<file path="config.mk">
export PLATFORM = sky130hd
export DESIGN_NAME = optical_gate_command_status
export DESIGN_NICKNAME = d
export VERILOG_FILES = /design/src/include/gate_ctrl_pkg.sv /design/src/include/chan_if.sv /design/src/verilog/chan_core.sv /design/src/verilog/optical_gate_command_status.sv
export VERILOG_INCLUDE_DIRS = /design/src /design/src/include
export SDC_FILE = /design/constraint.sdc
export NUM_CORES = 1
export LEC_CHECK = 0
export BUFFER_PORTS_ARGS = -buffer_cell sky130_fd_sc_hd__clkbuf_2
export CORE_ASPECT_RATIO = 1.25
export CORE_MARGIN = 2
export CORE_UTILIZATION = 63
export CTS_CLUSTER_SIZE = 24
export DETAILED_ROUTE_END_ITERATION = 8
export PLACE_DENSITY = 0.82
export SYNTH_ARGS = -nofsm -noshare
export SYNTH_HDL_FRONTEND = slang
export SYNTH_HIERARCHICAL = 1
export SYNTH_SLANG_ARGS = --single-unit
export TNS_END_PERCENT = 100
</file>
<file path="constraint.sdc">
create_clock -name clk -period 2.9 [get_ports clk]
set_clock_uncertainty 0.05 [all_clocks]
set_input_delay 0.435 -clock clk [delete_from_list [all_inputs] [get_ports clk]]
set_output_delay 0.435 -clock clk [all_outputs]
set_load 0.1 [all_outputs]
</file>
<file path="src/include/gate_ctrl_defines.svh">
// timing counts and reset values for the optical gate command block
`ifndef GATE_CTRL_DEFINES_SVH
`define GATE_CTRL_DEFINES_SVH
// Functional notes
// - channels independent, no dead time inserted
// - supply lockout darkens status, forces gate off
// - no gate commands forwarded during fault
// - command input positive logic, edge triggered
// - fixed separate turn-on and turn-off delays
// - status lit normally, dark on fault
// - each command edge gives delayed dark pulse
// - short circuit: gate off now, report later
// - fault released automatically after hold time
// - after fault, gate waits for next turn-on
// - indicator lit while primary supply sufficient
// ****************************************************************
// timing (cycles of the 40 ns clock)
// ****************************************************************
`define TURN_ON_DELAY_CYC 16'd25
`define TURN_OFF_DELAY_CYC 16'd25
`define ACK_START_DELAY_CYC 16'd25
`define ACK_DARK_WIDTH_CYC 16'd25
`define FAULT_REPORT_DELAY_CYC 16'd25
`define FAULT_HOLD_CYC 16'd2500
`define CNT_W 16
`define GATE_RESET_VAL 1'b0
`define STATUS_RESET_VAL 1'b0
// synchroniser reset: lockout bits start asserted so status cannot flash lit before the pins are seen
`define SYNC_RESET_VAL 7'h30
`endif

</file>
<file path="src/include/gate_ctrl_pkg.sv">
// types for the optical gate command block
package gate_ctrl_pkg;
   typedef enum logic [1:0] {ST_RUN, ST_FAULT_WAIT, ST_FAULT_HOLD} chan_state_t;
   typedef logic [15:0] count_t;
endpackage

</file>
<file path="src/include/chan_if.sv">
// per-channel link between top and channel core
`timescale 1ns/1ps
interface chan_if;
   logic cmd_light;
   logic short_det;
   logic supply_low_lockout;
   logic gate_cmd;
   logic status_light;
   modport top (output cmd_light, output short_det, output supply_low_lockout, input gate_cmd, input status_light);
   modport core (input cmd_light, input short_det, input supply_low_lockout, output gate_cmd, output status_light);
endinterface

</file>
<file path="src/verilog/chan_core.sv">
// one channel: command edges, delays, acknowledge, fault handling
`timescale 1ns/1ps
`include "gate_ctrl_defines.svh"
module chan_core #(
   parameter logic [15:0] TURN_ON_DELAY = `TURN_ON_DELAY_CYC,
   parameter logic [15:0] TURN_OFF_DELAY = `TURN_OFF_DELAY_CYC,
   parameter logic [15:0] ACK_START_DELAY = `ACK_START_DELAY_CYC,
   parameter logic [15:0] ACK_DARK_WIDTH = `ACK_DARK_WIDTH_CYC,
   parameter logic [15:0] FAULT_REPORT_DELAY = `FAULT_REPORT_DELAY_CYC,
   parameter logic [15:0] FAULT_HOLD = `FAULT_HOLD_CYC
) (
   input wire logic clk,
   input wire logic arst_n,
   chan_if.core ch
);
   import gate_ctrl_pkg::*;
   // ****************************************************************
   // state
   // ****************************************************************
   chan_state_t st_q, st_d;
   logic cmd_prev_q, cmd_prev_d;
   logic gate_q, gate_d;
   logic pend_q, pend_d;
   logic pend_val_q, pend_val_d;
   count_t pend_cnt_q, pend_cnt_d;
   logic ack_wait_q, ack_wait_d;
   logic ack_dark_q, ack_dark_d;
   count_t ack_cnt_q, ack_cnt_d;
   count_t flt_cnt_q, flt_cnt_d;
   logic need_on_q, need_on_d;
   logic status_q, status_d;
   logic rise, fall, edge_seen, fault_now;

   assign rise = ch.cmd_light & ~cmd_prev_q;
   assign fall = ~ch.cmd_light & cmd_prev_q;
   assign edge_seen = rise | fall;
   assign fault_now = (st_q != ST_RUN) | ch.supply_low_lockout;

   always_comb begin
      st_d = st_q;
      cmd_prev_d = ch.cmd_light;
      gate_d = gate_q;
      pend_d = pend_q;
      pend_val_d = pend_val_q;
      pend_cnt_d = pend_cnt_q;
      ack_wait_d = ack_wait_q;
      ack_dark_d = ack_dark_q;
      ack_cnt_d = ack_cnt_q;
      flt_cnt_d = flt_cnt_q;
      need_on_d = need_on_q;
      // acknowledge pulse, restarted by each new edge
      if (edge_seen) begin
         ack_wait_d = 1'b1;
         ack_dark_d = 1'b0;
         ack_cnt_d = ACK_START_DELAY;
      end else if (ack_wait_q) begin
         if (ack_cnt_q <= 16'h0001) begin
            ack_wait_d = 1'b0;
            ack_dark_d = 1'b1;
            ack_cnt_d = ACK_DARK_WIDTH;
         end else begin
            ack_cnt_d = ack_cnt_q - 16'h0001;
         end
      end else if (ack_dark_q) begin
         if (ack_cnt_q <= 16'h0001) begin
            ack_dark_d = 1'b0;
         end else begin
            ack_cnt_d = ack_cnt_q - 16'h0001;
         end
      end
      // command path, delayed per direction
      if (fault_now) begin
         pend_d = 1'b0;
         gate_d = 1'b0;
      end else if (rise && need_on_q) begin
         need_on_d = 1'b0;
         pend_d = 1'b1;
         pend_val_d = 1'b1;
         pend_cnt_d = TURN_ON_DELAY;
      end else if (need_on_q) begin
         pend_d = 1'b0;
      end else if (edge_seen) begin
         pend_d = 1'b1;
         pend_val_d = rise;
         pend_cnt_d = rise ? TURN_ON_DELAY : TURN_OFF_DELAY;
      end else if (pend_q) begin
         if (pend_cnt_q <= 16'h0001) begin
            pend_d = 1'b0;
            gate_d = pend_val_q;
         end else begin
            pend_cnt_d = pend_cnt_q - 16'h0001;
         end
      end
      case (st_q)
         ST_RUN: begin
            if (ch.short_det) begin
               st_d = ST_FAULT_WAIT;
               gate_d = 1'b0;
               flt_cnt_d = FAULT_REPORT_DELAY;
            end
         end
         ST_FAULT_WAIT: begin
            if (flt_cnt_q <= 16'h0001) begin
               st_d = ST_FAULT_HOLD;
               flt_cnt_d = FAULT_HOLD;
            end else begin
               flt_cnt_d = flt_cnt_q - 16'h0001;
            end
         end
         ST_FAULT_HOLD: begin
            if (flt_cnt_q <= 16'h0001) begin
               st_d = ST_RUN;
               need_on_d = 1'b1;
            end else begin
               flt_cnt_d = flt_cnt_q - 16'h0001;
            end
         end
         default: st_d = ST_RUN;
      endcase
      if (ch.supply_low_lockout) begin
         need_on_d = 1'b1;
      end
      // lit unless locked out, in fault hold, or inside an acknowledge dark pulse
      status_d = ~ch.supply_low_lockout & (st_q != ST_FAULT_HOLD) & ~ack_dark_d;
   end

   always_ff @(posedge clk or negedge arst_n) begin
      if (!arst_n) begin
         st_q <= ST_RUN;
         cmd_prev_q <= 1'b0;
         gate_q <= `GATE_RESET_VAL;
         pend_q <= 1'b0;
         pend_val_q <= 1'b0;
         pend_cnt_q <= 16'h0000;
         ack_wait_q <= 1'b0;
         ack_dark_q <= 1'b0;
         ack_cnt_q <= 16'h0000;
         flt_cnt_q <= 16'h0000;
         need_on_q <= 1'b1;
         status_q <= `STATUS_RESET_VAL;
      end else begin
         st_q <= st_d;
         cmd_prev_q <= cmd_prev_d;
         gate_q <= gate_d;
         pend_q <= pend_d;
         pend_val_q <= pend_val_d;
         pend_cnt_q <= pend_cnt_d;
         ack_wait_q <= ack_wait_d;
         ack_dark_q <= ack_dark_d;
         ack_cnt_q <= ack_cnt_d;
         flt_cnt_q <= flt_cnt_d;
         need_on_q <= need_on_d;
         status_q <= status_d;
      end
   end

   assign ch.gate_cmd = gate_q;
   assign ch.status_light = status_q;

   // ****************************************************************
   // checks
   // ****************************************************************
   a_lockout_gate_off: assert property (@(posedge clk) disable iff (!arst_n)
      ch.supply_low_lockout |=> !gate_q && !status_q) else $error("gate or status on in lockout");
   a_fault_no_fwd: assert property (@(posedge clk) disable iff (!arst_n)
      (st_q != ST_RUN) |=> !gate_q) else $error("gate on during fault");
   a_short_gate_off: assert property (@(posedge clk) disable iff (!arst_n)
      (st_q == ST_RUN && ch.short_det) |=> !gate_q && st_q == ST_FAULT_WAIT) else $error("short not handled");
   a_fault_dark: assert property (@(posedge clk) disable iff (!arst_n)
      (st_q == ST_FAULT_HOLD) |=> !status_q) else $error("status lit during fault hold");
   a_ack_start: assert property (@(posedge clk) disable iff (!arst_n)
      (ack_wait_q && ack_cnt_q == 16'h0001 && !edge_seen) |=> ack_dark_q && ack_cnt_q == ACK_DARK_WIDTH)
      else $error("ack pulse did not start");
   a_edge_arms_ack: assert property (@(posedge clk) disable iff (!arst_n)
      edge_seen |=> ack_wait_q && ack_cnt_q == ACK_START_DELAY) else $error("edge not acknowledged");
   a_release_wait_on: assert property (@(posedge clk) disable iff (!arst_n)
      (st_q == ST_FAULT_HOLD && flt_cnt_q == 16'h0001) |=> need_on_q && st_q == ST_RUN)
      else $error("fault release wrong");
   a_gate_needs_on: assert property (@(posedge clk) disable iff (!arst_n)
      (need_on_q && !gate_q) |=> !gate_q) else $error("gate resumed without turn-on");
   a_hold_len: assert property (@(posedge clk) disable iff (!arst_n)
      $rose(st_q == ST_FAULT_HOLD) |-> flt_cnt_q == FAULT_HOLD) else $error("hold time wrong");
endmodule

</file>
<file path="src/verilog/optical_gate_command_status.sv">
// top: two independent channels, pin synchronisers, supply indicator
`timescale 1ns/1ps
`include "gate_ctrl_defines.svh"
module optical_gate_command_status #(
   parameter logic [15:0] TURN_ON_DELAY = `TURN_ON_DELAY_CYC,
   parameter logic [15:0] TURN_OFF_DELAY = `TURN_OFF_DELAY_CYC,
   parameter logic [15:0] ACK_START_DELAY = `ACK_START_DELAY_CYC,
   parameter logic [15:0] ACK_DARK_WIDTH = `ACK_DARK_WIDTH_CYC,
   parameter logic [15:0] FAULT_REPORT_DELAY = `FAULT_REPORT_DELAY_CYC,
   parameter logic [15:0] FAULT_HOLD = `FAULT_HOLD_CYC
) (
   input wire logic clk,
   input wire logic arst_n,
   input wire logic command_light_in_ch1,
   input wire logic command_light_in_ch2,
   input wire logic short_det_ch1,
   input wire logic short_det_ch2,
   input wire logic supply_low_lockout_ch1,
   input wire logic supply_low_lockout_ch2,
   input wire logic primary_supply_ok,
   output logic gate_cmd_ch1,
   output logic gate_cmd_ch2,
   output logic status_light_out_ch1,
   output logic status_light_out_ch2,
   output logic supply_indicator
);
   import gate_ctrl_pkg::*;
   // ****************************************************************
   // two-flop synchronisers for all pin inputs
   // ****************************************************************
   logic [6:0] pins, s1_q, s2_q;
   logic ind_q;
   assign pins = {primary_supply_ok, supply_low_lockout_ch2, supply_low_lockout_ch1,
                  short_det_ch2, short_det_ch1, command_light_in_ch2, command_light_in_ch1};
   always_ff @(posedge clk or negedge arst_n) begin
      if (!arst_n) begin
         s1_q <= `SYNC_RESET_VAL;
         s2_q <= `SYNC_RESET_VAL;
         ind_q <= 1'b0;
      end else begin
         s1_q <= pins;
         s2_q <= s1_q;
         ind_q <= s2_q[6];
      end
   end
   assign supply_indicator = ind_q;

   // ****************************************************************
   // channels, no cross coupling and no dead time
   // ****************************************************************
   chan_if c1();
   chan_if c2();
   assign c1.cmd_light = s2_q[0];
   assign c2.cmd_light = s2_q[1];
   assign c1.short_det = s2_q[2];
   assign c2.short_det = s2_q[3];
   assign c1.supply_low_lockout = s2_q[4];
   assign c2.supply_low_lockout = s2_q[5];
   chan_core #(.TURN_ON_DELAY(TURN_ON_DELAY), .TURN_OFF_DELAY(TURN_OFF_DELAY),
      .ACK_START_DELAY(ACK_START_DELAY), .ACK_DARK_WIDTH(ACK_DARK_WIDTH),
      .FAULT_REPORT_DELAY(FAULT_REPORT_DELAY), .FAULT_HOLD(FAULT_HOLD)) u_ch1 (
      .clk(clk),
      .arst_n(arst_n),
      .ch(c1.core)
   );
   chan_core #(.TURN_ON_DELAY(TURN_ON_DELAY), .TURN_OFF_DELAY(TURN_OFF_DELAY),
      .ACK_START_DELAY(ACK_START_DELAY), .ACK_DARK_WIDTH(ACK_DARK_WIDTH),
      .FAULT_REPORT_DELAY(FAULT_REPORT_DELAY), .FAULT_HOLD(FAULT_HOLD)) u_ch2 (
      .clk(clk),
      .arst_n(arst_n),
      .ch(c2.core)
   );
   assign gate_cmd_ch1 = c1.gate_cmd;
   assign gate_cmd_ch2 = c2.gate_cmd;
   assign status_light_out_ch1 = c1.status_light;
   assign status_light_out_ch2 = c2.status_light;

   a_indicator_follows: assert property (@(posedge clk) disable iff (!arst_n)
      s2_q[6] |=> supply_indicator) else $error("indicator not lit with supply");
endmodule

</file>
==> results of run 1 <==
[registers in the layout, indices dropped and copies added (netlist names), 2 cells and up]
register          cells
u_ch1/ack_cnt_q      16
u_ch1/flt_cnt_q      16
u_ch1/pend_cnt_q     16
u_ch2/ack_cnt_q      16
u_ch2/flt_cnt_q      16
u_ch2/pend_cnt_q     16
s1_q                  7
s2_q                  7
u_ch1/st_q            2
u_ch2/st_q            2
[cell families after synthesis]
| group | share of synthesized area [%] |
|---|---|
| flops | 44.77 |
| xor+xnor | 4.058 |
| simple gates | 24.93 |
| compound gates | 16.93 |
| fa+ha+maj | 4.092 |
| mux | 1.944 |
| buf+inv | 3.274 |
[Yosys cell counts (all sizes together) (13+ instances only)]
master  count
nor3       25
nand3      35
nand2      59
nor4       22
nor2       82
nand2b     15
dfrtp     125
or4        18
nand4      13
o21ai      24
inv        34
xnor2      29
or3        26
ha         24
a211oi     22
a21oi      42
[routing by layer]
layer | routed length (um) | global-route usage (%) | up-vias
li1 | - | - | 2823
met1 | 6585 | 32.63 | 2984
met2 | 8339 | 46.70 | 195
met3 | 646 | 5.051 | 49
met4 | 377 | 11.44 | 0
met5 | 0 | 0 | -
[final cells by class]
type	count	area, um2	area share (%)
multi-input combinational	571	3812	47.08
clock buffer	22	464.2	5.732
tap	138	172.7	2.132
sequential	131	3286	40.57
clock inverter	10	107.6	1.329
timing repair buffer	19	127.6	1.576
inverter	34	127.6	1.576
[power by group]
part	leakage (nW)	internal [mW]	switching, mW	total [mW]
registers	1.68	2.13	0.350	2.48
clock network	0.276	1.30	0.758	2.06
logic	1.55	0.902	1.65	2.55
total	3.51	4.33	2.76	7.09
[cells in the final DEF, fill, tap and decap left out, drive strengths merged, types with 7 or more instances in the layout]
cell / count
nand2: 59
xnor2: 29
or3: 26
nor2: 82
dfrtp: 125
inv: 34
nand4: 13
nand2b: 15
nand3: 35
ha: 24
o31ai: 8
or2: 7
or4: 18
clkbuf: 34
a21oi: 42
nor4: 22
nor3: 25
o21ai: 24
a211oi: 22
mux2i: 12
a31oi: 12
[worst register-to-register path, stage by stage, from the launching register on]
cell and delay [ns]:
sky130_fd_sc_hd__dfrtp_1 0.39, sky130_fd_sc_hd__or4_1 0.62, sky130_fd_sc_hd__or2_1 0.32, sky130_fd_sc_hd__o31ai_4 0.60, sky130_fd_sc_hd__a2111oi_0 0.27, sky130_fd_sc_hd__mux2i_1 0.17
[how the worst min path moves through the flow]
stage / start / to / slack [ns] / depth (start not counted)
global placement: s1_q[6] / s2_q[6] / 0.28 / 0
detailed placement: s1_q[2] / s2_q[2] / 0.28 / 0
floorplan: arst_n / s1_q[0] / 0.09 / 0
global route: supply_low_lockout_ch2 / s1_q[5] / 0.04 / 1
CTS: supply_low_lockout_ch1 / s1_q[4] / 0.03 / 1
finish: supply_low_lockout_ch1 / s1_q[4] / 0.05 / 1
[what timing repair did]
item | CTS | global route
setup buffers | 0 | 0
hold buffers | 1 | 0
endpoints found under the hold margin | 34 | 0
==> summary.txt, run 1 <==
Pwr
  • Power density over the cells: 875.6 nW/um2
  • Power consumption: 7.091 mW
  • Worst IR drop on VDD: 0.4886 mV
  • Static leakage: 3.510 nW

Clock tree
  • Max Buffers Root-to-Sink: 2
  • Clock transition at the registers of the reported paths: 0.06 ns
  • Number of sinks handled by clock tree synthesis: 131
  • Total clock buffers created by CTS: 17
  • Clock latency of the later-clocked register in the worst-skew pair: 0.41 ns
  • CTS root buf: sky130_fd_sc_hd__clkbuf_16
  • Number of H-tree levels: 4
  • TritonCTS clock tree: done
  • Post-CTS sizing: 0

Critical path
  • Setup crit end: u_ch1/ack_cnt_q[3]
  • Crit-path cells: or4_1 > or2_1 > o31ai_4 > a2111oi_0 > mux2i_1
  • Origin of the worst setup path: u_ch1/ack_cnt_q[12]
  • Largest incremental delay on the critical path: 0.62 ns
  • Flop2flop setup slack: 0.34 ns
  • Category of the worst setup path launch point: flop
  • Number of buffer and inverter instances along the worst setup path: 0
  • CP arrival: 2.78 ns
  • Maximum net fanout on the critical path: 14
  • Worst path depth: 5
  • Reg-to-Reg Start: u_ch1/ack_cnt_q[12]
  • Slowest cell on the critical path: sky130_fd_sc_hd__or4_1
  • Crit path max-delay family: simple AND/OR/NAND/NOR gates
  • Worst setup path category: reg2reg
  • CP endpoint kind: flop
  • Required time at the worst-slack endpoint: 3.12 ns
  • Worst reg-to-reg path cell count: 5
  • Capture point of the worst reg-to-reg path: u_ch1/ack_cnt_q[3]

GRT
  • Number of global-route vias before repair: 6187
  • GRT overflow: 0
  • Wire length of the first global-routing pass: 27680 um
  • Number of antenna violations at the first check in global routing: 0
  • Global Route Usage Sum: 27.00%
  • Largest net degree at the start of global routing: 95

Final layout
  • Layout cell share with drive strength beyond 1: 12.20%
  • Diodes inserted: 0
  • Area delta synth->final: 10.35%
  • Final Net Count: 807
  • Design Area, Final: 8098 um2
  • Non-filler cells in the finished layout: 925
  • Fraction of the core area covered by cells at the end of the flow: 70.38%
  • Fill cell count: 828

STA
  • Setup TNS: 0 ns
  • Final worst setup slack: 0.3408 ns
  • Maximum achievable frequency: 0.3907 GHz
  • Actual slew at the worst max-slew pin: 0.8679 ns
  • Final slew viol count: 0
  • Final setup violating endpoints: 0
  • Final-report hold violation count: 0
  • Clock period minus worst slack: 2.559 ns
  • Fin Hold WS: 0.04965 ns
  • Final worst path period share: 88.25%
  • Max-slew headroom: 41.87%
  • Setup repair after global routing missed its margin: false

Drt
  • Count of nets left with antenna violations after detail routing: 0
  • DR iter-0 viols: 503
  • TritonRoute pass-1 iters: 7
  • Routed WL: 15950 um
  • Drt drc: 0
  • Avg WL per Cell: 17.24 um
  • Vias per std cell: 6.542
  • Total vias in the final route: 6051

Placed design
  • Dpl hpwl: 11000 um
  • Routability congestion estimate from global placement: 0.8823
  • Placement-stage cell area: 7516 um2
  • Total of buffers placed on input and output ports: 13
  • Placed Cells: 892
  • DP Worst Slack: 0.4104 ns

Die
  • Die area: 12530 um2
  • Core area: 11510 um2
  • Rows: 44
  • Width of the die: 100.5 um
  • Initial cell density of the core: 63.78%
  • Number of ports placed on the die boundary: 14
  • Die Ht: 124.7 um

Synth
  • Mapped cell area: 7338 um2
  • Top-area cell type share of the netlist area: 42.63%
  • Cell type contributing the most total cell area after synthesis: sky130_fd_sc_hd__dfrtp_1
  • Net count after synthesis: 791
  • FF+latch count, synth: 131
  • Synth warnings: 6
  • Share of synthesized flip-flops with an asynchronous set or reset: 100.0%
  • Prevailing post-synth register cell: sky130_fd_sc_hd__dfrtp_1
  • Number of standard cells after synthesis: 758
  • Synth unique cells: 82
  • Synth top area cells: sky130_fd_sc_hd__dfrtp_1 43%, sky130_fd_sc_hd__ha_1 4.1%, sky130_fd_sc_hd__nor2_1 4.1%
  • Post-synth EDFFs: 0
  • Share of the yosys chip area belonging to registers: 44.77%
  • Mean Syn Cell Area: 9.681 um2

Run
  • Max capacitance violation total: 0

Status
  • Run status: completed

Worst hold path
  • Hold Path Class: in2reg
Power figures use the tool's default switching activity.
==> run 2, diff against run 1 <==
SYNTH_HIERARCHICAL = not set   (was 1)
clock period = 2.86 ns   (was 2.9 ns; I/O delays follow)
==> summary.txt, run 2 <==
STA
  • Setup repair after global routing missed its margin: false
  • Max-slew headroom: 48.22% (+6.3 points)
  • Clock period minus worst slack: 2.609 ns (+0.05024 ns)
  • Final-report hold violation count: 0 (unchanged)
  • Final slew viol count: 0 (unchanged)
  • Final worst path period share: 91.24% (+3.0 points)
  • Fin Hold WS: 0.05464 ns (+0.004989 ns)
  • Final setup violating endpoints: 0 (unchanged)
  • Actual slew at the worst max-slew pin: 0.7732 ns (-0.09478 ns)
  • Maximum achievable frequency: 0.3832 GHz (-1.9%)
  • Setup TNS: 0 ns (unchanged)

Critical path
  • Slowest cell on the critical path: sky130_fd_sc_hd__or4_1
  • Maximum net fanout on the critical path: 16 (+2)
  • Setup crit end: u_ch2.flt_cnt_q[0]
  • Reg-to-Reg Start: u_ch2.flt_cnt_q[4]
  • CP arrival: 2.85 ns (+0.07 ns)
  • Worst setup path category: reg2reg
  • Category of the worst setup path launch point: flop
  • Required time at the worst-slack endpoint: 3.10 ns (-0.02 ns)
  • Worst reg-to-reg path cell count: 5 (unchanged)
  • CP endpoint kind: flop
  • Flop2flop setup slack: 0.25 ns (-0.09 ns)
  • Capture point of the worst reg-to-reg path: u_ch2.flt_cnt_q[0]
  • Origin of the worst setup path: u_ch2.flt_cnt_q[4]
  • Crit-path cells: or4_1 > nor4_2 > a31o_2 > nor2_1 > a211o_1
  • Largest incremental delay on the critical path: 0.65 ns (+0.03 ns)

Die
  • Die Ht: 123.2 um (-1.2%)
  • Die area: 12240 um2 (-2.4%)
  • Initial cell density of the core: 64.59% (+0.81 points)
  • Width of the die: 99.34 um (-1.2%)
  • Core area: 11080 um2 (-3.7%)
  • Number of ports placed on the die boundary: 14 (unchanged)
  • Rows: 43 (-2.3%)

Drt
  • Wire length on met1: 6494 um (-1.4%)
  • Top layer reached by signal wires: met4
  • TritonRoute pass-1 iters: 7 (unchanged)
  • Avg WL per Cell: 16.76 um (-2.8%)
  • Count of nets left with antenna violations after detail routing: 0 (unchanged)
  • Drt drc: 0 (unchanged)
  • Total vias in the final route: 6027 (-0.40%)
  • Vias per std cell: 6.544 (about the same)
  • Met2 wire length: 8108 um (-2.8%)
  • Routed length on met3: 516 um (-20%)
  • Routed WL: 15440 um (-3.2%)
  • DR iter-0 viols: 346 (-31%)

Synth
  • Share of the yosys chip area belonging to registers: 45.90% (+1.1 points)
  • Mapped cell area: 7158 um2 (-2.5%)
  • Most instantiated library cell after synthesis: sky130_fd_sc_hd__dfrtp_1
  • Net count after synthesis: 783 (-1.0%)
  • Synth warnings: 0 (-6)
  • Synth unique cells: 73 (-11%)
  • Mean Syn Cell Area: 9.494 um2 (-1.9%)
  • Prevailing post-synth register cell: sky130_fd_sc_hd__dfrtp_1
  • Synth top area cells: sky130_fd_sc_hd__dfrtp_1 44%, sky130_fd_sc_hd__or4_1 4.0%, sky130_fd_sc_hd__a21oi_1 3.8%
  • Post-synth EDFFs: 0 (unchanged)
  • FF+latch count, synth: 131 (unchanged)
  • Top cells by count, synth: 125 x sky130_fd_sc_hd__dfrtp_1, 63 x sky130_fd_sc_hd__nand2_1, 60 x sky130_fd_sc_hd__nor2_1, 54 x sky130_fd_sc_hd__a21oi_1, 38 x sky130_fd_sc_hd__or4_1
  • Share of synthesized flip-flops with an asynchronous set or reset: 100.0% (unchanged)
  • Top-area cell type share of the netlist area: 43.70% (+1.1 points)
  • Cell type contributing the most total cell area after synthesis: sky130_fd_sc_hd__dfrtp_1
  • Number of standard cells after synthesis: 754 (-0.53%)

GRT
  • Largest net degree at the start of global routing: 70 (-26%)
  • Number of global-route vias before repair: 5998 (-3.1%)
  • Number of antenna violations at the first check in global routing: 0 (unchanged)
  • Global Route Usage Sum: 27.01% (about the same)
  • Wire length of the first global-routing pass: 26840 um (-3.0%)
  • GRT overflow: 0 (unchanged)

Clock tree
  • Clock latency of the later-clocked register in the worst-skew pair: 0.41 ns (about the same)
  • Total clock buffers created by CTS: 17 (unchanged)
  • Number of sinks handled by clock tree synthesis: 131 (unchanged)
  • TritonCTS clock tree: done
  • Clock transition at the registers of the reported paths: 0.05 ns (about the same)
  • Number of H-tree levels: 4 (unchanged)
  • Max Buffers Root-to-Sink: 2 (unchanged)
  • CTS root buf: sky130_fd_sc_hd__clkbuf_16

Final layout
  • Layout cell share with drive strength beyond 1: 12.34% (+0.14 points)
  • Fill cell count: 804 (-2.9%)
  • Final Net Count: 802 (-0.62%)
  • Commonest non-fill, non-tap cells in the layout: 125 x sky130_fd_sc_hd__dfrtp_1, 63 x sky130_fd_sc_hd__nand2_1, 60 x sky130_fd_sc_hd__nor2_1
  • Diodes inserted: 0 (unchanged)
  • Most common library cell in the layout ignoring fill and taps: sky130_fd_sc_hd__dfrtp_1
  • Area delta synth->final: 11.96%

Placed design
  • Routability congestion estimate from global placement: 0.9203 (+4.3%)
  • Total of buffers placed on input and output ports: 13 (unchanged)
  • Dpl hpwl: 10680 um (-2.9%)

Pwr
  • Power density over the cells: 964.8 nW/um2 (+10%)
  • Worst IR drop on VDD: 0.7036 mV (+44%)
  • Static leakage: 3.468 nW (-1.2%)

Status
  • Run status: completed

Worst hold path
  • Hold Path Class: in2reg

Run
  • Max capacitance violation total: 0 (unchanged)
run 2: power by group:
| part | switching (mW) | leakage [nW] | internal, mW |
|---|---|---|---|
| logic | 1.87 | 1.49 | 1.06 |
| registers | 0.356 | 1.68 | 2.18 |
| clock network | 0.787 | 0.305 | 1.48 |
run 2: cell type report:
cell class | instances | area [um2] | area share (%)
Multi-Input combinational cell | 568 | 3649 | 45.53
Sequential cell | 131 | 3286 | 41.00
Clock buffer | 18 | 439.2 | 5.480
Clock inverter | 14 | 186.4 | 2.326
Timing Repair Buffer | 24 | 168.9 | 2.108
Tap cell | 135 | 168.9 | 2.108
Inverter | 31 | 116.4 | 1.452
run 2: layer usage:
| layer | global-route usage [%] | vias up |
|---|---|---|
| met5 | 0 | - |
| met4 | 11.13 | 0 |
| met3 | 6.162 | 30 |
| met2 | 47.51 | 156 |
| met1 | 31.98 | 2965 |
| li1 | - | 2876 |
run 2: per-stage QoR:
stage | total power [mW] | utilization (%) | worst slack, ns | instance area, um2 | cells
after floorplan | 4.730 | - | 0.4744 | 7158 | 754
after global placement | 5.239 | 66.57 | 0.4057 | 7378 | 888
after detailed placement | 5.414 | 66.57 | 0.2889 | 7378 | 888
after CTS | 7.740 | 72.31 | 0.2705 | 8014 | 921
after global routing | 8.224 | 72.31 | 0.1003 | 8014 | 921
final | 7.732 | 72.31 | 0.2506 | 8014 | 921
run 2: timing repair:
| action | 4_1_cts | 5_1_grt |
|---|---|---|
| resized for setup | 0 | 0 |
| endpoints found under the hold margin | 26 | 0 |
| buffers inserted | 0 | 0 |
| hold buffers | 1 | 0 |
| setup endpoints to repair | 0 | 0 |
run 2: critical path: cells and delay by family (launching register included):
family          cells  cell delay [ns]
compound gates      2             0.71
flops               1             0.44
simple gates        3             1.28
run 2: worst min path at each step:
stage	from	to	depth (start not counted)
5_1_grt	supply_low_lockout_ch1	s1_q[4]	1
3_3_place_gp	arst_n	u_ch2.ack_cnt_q[15]	1
2_1_floorplan	arst_n	s1_q[0]	0
3_5_place_dp	arst_n	u_ch2.ack_cnt_q[14]	1
6_report	supply_low_lockout_ch1	s1_q[4]	1
4_1_cts	supply_low_lockout_ch1	s1_q[4]	1
run 2: logic make-up after synthesis:
| logic type | count (synthesis) | synth area share, % |
|---|---|---|
| adders and majority gates | 20 | 3.496 |
| muxes | 10 | 1.398 |
| and+or+nand+nor | 315 | 24.28 |
| buffers and inverters | 55 | 3.129 |
| xor gates and xnor gates | 17 | 2.080 |
| AOI/OAI and AO/OA | 206 | 19.72 |
| DFF | 131 | 45.90 |
==> run 3, diff against run 2 <==
CORE_ASPECT_RATIO = not set   (was 1.25)
CORE_MARGIN = 10   (was 2)
CORE_UTILIZATION = 53   (was 63)
PLACE_DENSITY = 0.71   (was 0.82)
==> summary.txt, run 3 (same netlist as run 2, synthesis figures left out) <==
STA
  • Clock period minus worst slack: 2.648 ns (+0.03816 ns)
  • Final worst path period share: 92.57% (+1.3 points)
  • Final slew viol count: 0 (unchanged)
  • Maximum achievable frequency: 0.3777 GHz (-1.4%)
  • Setup repair after global routing missed its margin: false
  • Setup TNS: 0 ns (unchanged)
  • Final-report hold violation count: 0 (unchanged)
  • Actual slew at the worst max-slew pin: 0.8133 ns (+0.04016 ns)
  • Final setup violating endpoints: 0 (unchanged)
  • Max-slew headroom: 45.53% (-2.7 points)

Clock tree
  • Max Buffers Root-to-Sink: 2 (unchanged)
  • TritonCTS clock tree: done
  • Post-CTS setup buffers: 0 (unchanged)
  • Number of H-tree levels: 4 (unchanged)
  • Total clock buffers created by CTS: 17 (unchanged)
  • Clock latency of the later-clocked register in the worst-skew pair: 0.42 ns (about the same)
  • CTS root buf: sky130_fd_sc_hd__clkbuf_16
  • Number of sinks handled by clock tree synthesis: 131 (unchanged)
  • Clock transition at the registers of the reported paths: 0.05 ns (about the same)

Pwr
  • P_sw: 2.916 mW (-3.4%)
  • Internal: 4.743 mW (+0.61%)
  • Fraction of power consumed by the clock network: 29.1% (-0.2 points)
  • Sequential share of power: 33.0% (+0.2 points)
  • Comb pwr share: 37.8% (about the same)
  • Power density over the cells: 950.9 nW/um2 (-1.4%)
  • Net switching share of the total power: 38.07% (-0.95 points)
  • Worst IR drop on VDD: 0.6837 mV (-2.8%)
  • Static leakage: 3.469 nW (about the same)

Final layout
  • Final Net Count: 805 (+0.37%)
  • Most common library cell in the layout ignoring fill and taps: sky130_fd_sc_hd__dfrtp_1
  • Layout cell share with drive strength beyond 1: 11.80% (-0.54 points)
  • Area delta synth->final: 12.53%
  • Area taken by multi-input logic gates: 3649 um2 (unchanged)
  • Commonest non-fill, non-tap cells in the layout: 125 x sky130_fd_sc_hd__dfrtp_1, 63 x sky130_fd_sc_hd__nand2_1, 60 x sky130_fd_sc_hd__nor2_1
  • Diodes inserted: 0 (unchanged)
  • Fill cell count: 1150 (+43%)
  • Area of all sequential standard cells: 3286 um2 (unchanged)
  • Non-filler cells in the finished layout: 964 (+4.7%)

Placed design
  • Placed Cells: 932 (+5.0%)
  • Dpl hpwl: 10850 um (+1.6%)
  • Total of buffers placed on input and output ports: 13 (unchanged)
  • Routability congestion estimate from global placement: 0.9669 (+5.1%)

Die
  • Die area: 18550 um2 (+52%)
  • Core area: 13240 um2 (+19%)
  • Die Ht: 136.2 um (+11%)
  • Number of ports placed on the die boundary: 14 (unchanged)
  • Width of the die: 136.2 um (+37%)
  • Initial cell density of the core: 54.05% (-11 points)
  • Rows: 42 (-2.3%)

Critical path
  • Required time at the worst-slack endpoint: 3.10 ns (about the same)
  • Slowest cell on the critical path: sky130_fd_sc_hd__or4_4
  • Critical path's most frequent cell: sky130_fd_sc_hd__or4_4
  • Crit path max-delay family: simple AND/OR/NAND/NOR gates
  • Maximum net fanout on the critical path: 15 (-1)
  • Reg-to-Reg Start: u_ch1.flt_cnt_q[5]
  • CP arrival: 2.88 ns (+0.03 ns)
  • Worst reg-to-reg path cell count: 5 (unchanged)
  • Capture point of the worst reg-to-reg path: u_ch1.flt_cnt_q[8]
  • Flop2flop setup slack: 0.21 ns (-0.04 ns)
  • Largest incremental delay on the critical path: 0.60 ns (-0.05 ns)
  • Crit-path cells: or4_4 > or4_4 > o21ai_2 > o21ai_0 > o311ai_0
  • Category of the worst setup path launch point: flop
  • CP endpoint kind: flop
  • Worst setup path category: reg2reg
  • Number of buffer and inverter instances along the worst setup path: 0 (unchanged)

GRT
  • Wire length of the first global-routing pass: 26880 um (+0.15%)
  • Number of global-route vias before repair: 5811 (-3.1%)
  • GRT overflow: 0 (unchanged)
  • Global Route Usage Sum: 17.65% (-9.4 points)
  • Number of antenna violations at the first check in global routing: 0 (unchanged)
  • Largest net degree at the start of global routing: 59 (-16%)

Status
  • Run status: completed

Drt
  • Drt drc: 0 (unchanged)
  • Total vias in the final route: 5923 (-1.7%)
  • Avg WL per Cell: 16.09 um (-4.0%)
  • Count of nets left with antenna violations after detail routing: 0 (unchanged)
  • Routed WL: 15510 um (+0.48%)
  • TritonRoute pass-1 iters: 5 (-2)
  • DR iter-0 viols: 414 (+20%)
  • Vias per std cell: 6.144 (-6.1%)

Worst hold path
  • Hold Path Class: in2reg
  • Startpoint of the lowest-slack hold path: supply_low_lockout_ch2
  • Min-Delay Endpoint: s1_q[5]
  • Number of stages on the worst hold path: 1 (unchanged)

Run
  • Max capacitance violation total: 0 (unchanged)
==> run 3: cell types whose count changed in the layout (fill, tap and decap cells not counted), sizes merged <==
cell,delta
clkinv,-6
clkbuf,+7
buf,+3
clkinvlp,-2
==> run 3: worst reg2reg max path, delay by kind of cell (launching register included) <==
family,cells,cell delay (ns)
simple gates,2,1.17
compound gates,3,0.86
flops,1,0.43
==> run 3: metal layers <==
metal  vias to the layer above  GRT usage [%]  part of all wire, %
met4                         0          6.923                  1.3
li1                       2870              -                    -
met2                       121          29.72                   51
met3                        19          4.354                  3.6
met5                         -              0                    0
met1                      2913          21.26                   45
==> run 3: how the worst max path moves through the flow <==
stage	from	end	slack [ns]	cells past startpoint
3_5_place_dp	u_ch1.flt_cnt_q[5]	u_ch1.flt_cnt_q[2]	0.31	5
3_3_place_gp	u_ch2.flt_cnt_q[6]	u_ch2.flt_cnt_q[3]	0.40	5
2_1_floorplan	u_ch1.flt_cnt_q[5]	u_ch1.flt_cnt_q[4]	0.47	6
4_1_cts	u_ch1.flt_cnt_q[5]	u_ch1.flt_cnt_q[8]	0.25	5
6_report	u_ch1.flt_cnt_q[5]	u_ch1.flt_cnt_q[8]	0.21	5
5_1_grt	u_ch1.flt_cnt_q[5]	u_ch1.flt_cnt_q[8]	0.11	5
==> run 3: per-stage QoR <==
stage          power (mW)  setup WS [ns]  hold slack [ns]  util [%]  instance area (um2)
2_1_floorplan       4.730         0.4744          0.08341         -                 7158
3_3_place_gp        5.270         0.3953           0.2828     56.18                 7440
3_5_place_dp        5.395         0.3128           0.2871     56.18                 7440
4_1_cts             7.678         0.2492          0.02110     60.83                 8055
5_1_grt             8.190         0.1081          0.02588     60.83                 8055
6_report            7.660         0.2124          0.03201     60.83                 8055
==> run 3: cell type report <==
class                      count  share of cell area (%)
multi-input combinational    568                   45.29
timing repair buffer          27                   2.221
inverter                      31                   1.445
clock inverter                 6                   1.615
sequential                   131                   40.79
clock buffer                  25                   5.902
tap                          176                   2.734
==> run 3: power by group through the flow <==
stage	combinational [mW]	sequential (mW)	clock (mW)
2_1_floorplan	2.24	2.49	0
3_3_place_gp	2.75	2.52	0
3_5_place_dp	2.85	2.54	0
4_1_cts	2.88	2.52	2.28
5_1_grt	3.24	2.58	2.37
6_report	2.90	2.53	2.23
==> run 3: what timing repair did <==
| action | CTS | global route |
|---|---|---|
| hold buffers | 1 | 0 |
| endpoints found under the hold margin | 52 | 0 |
| gates resized for setup | 0 | 0 |
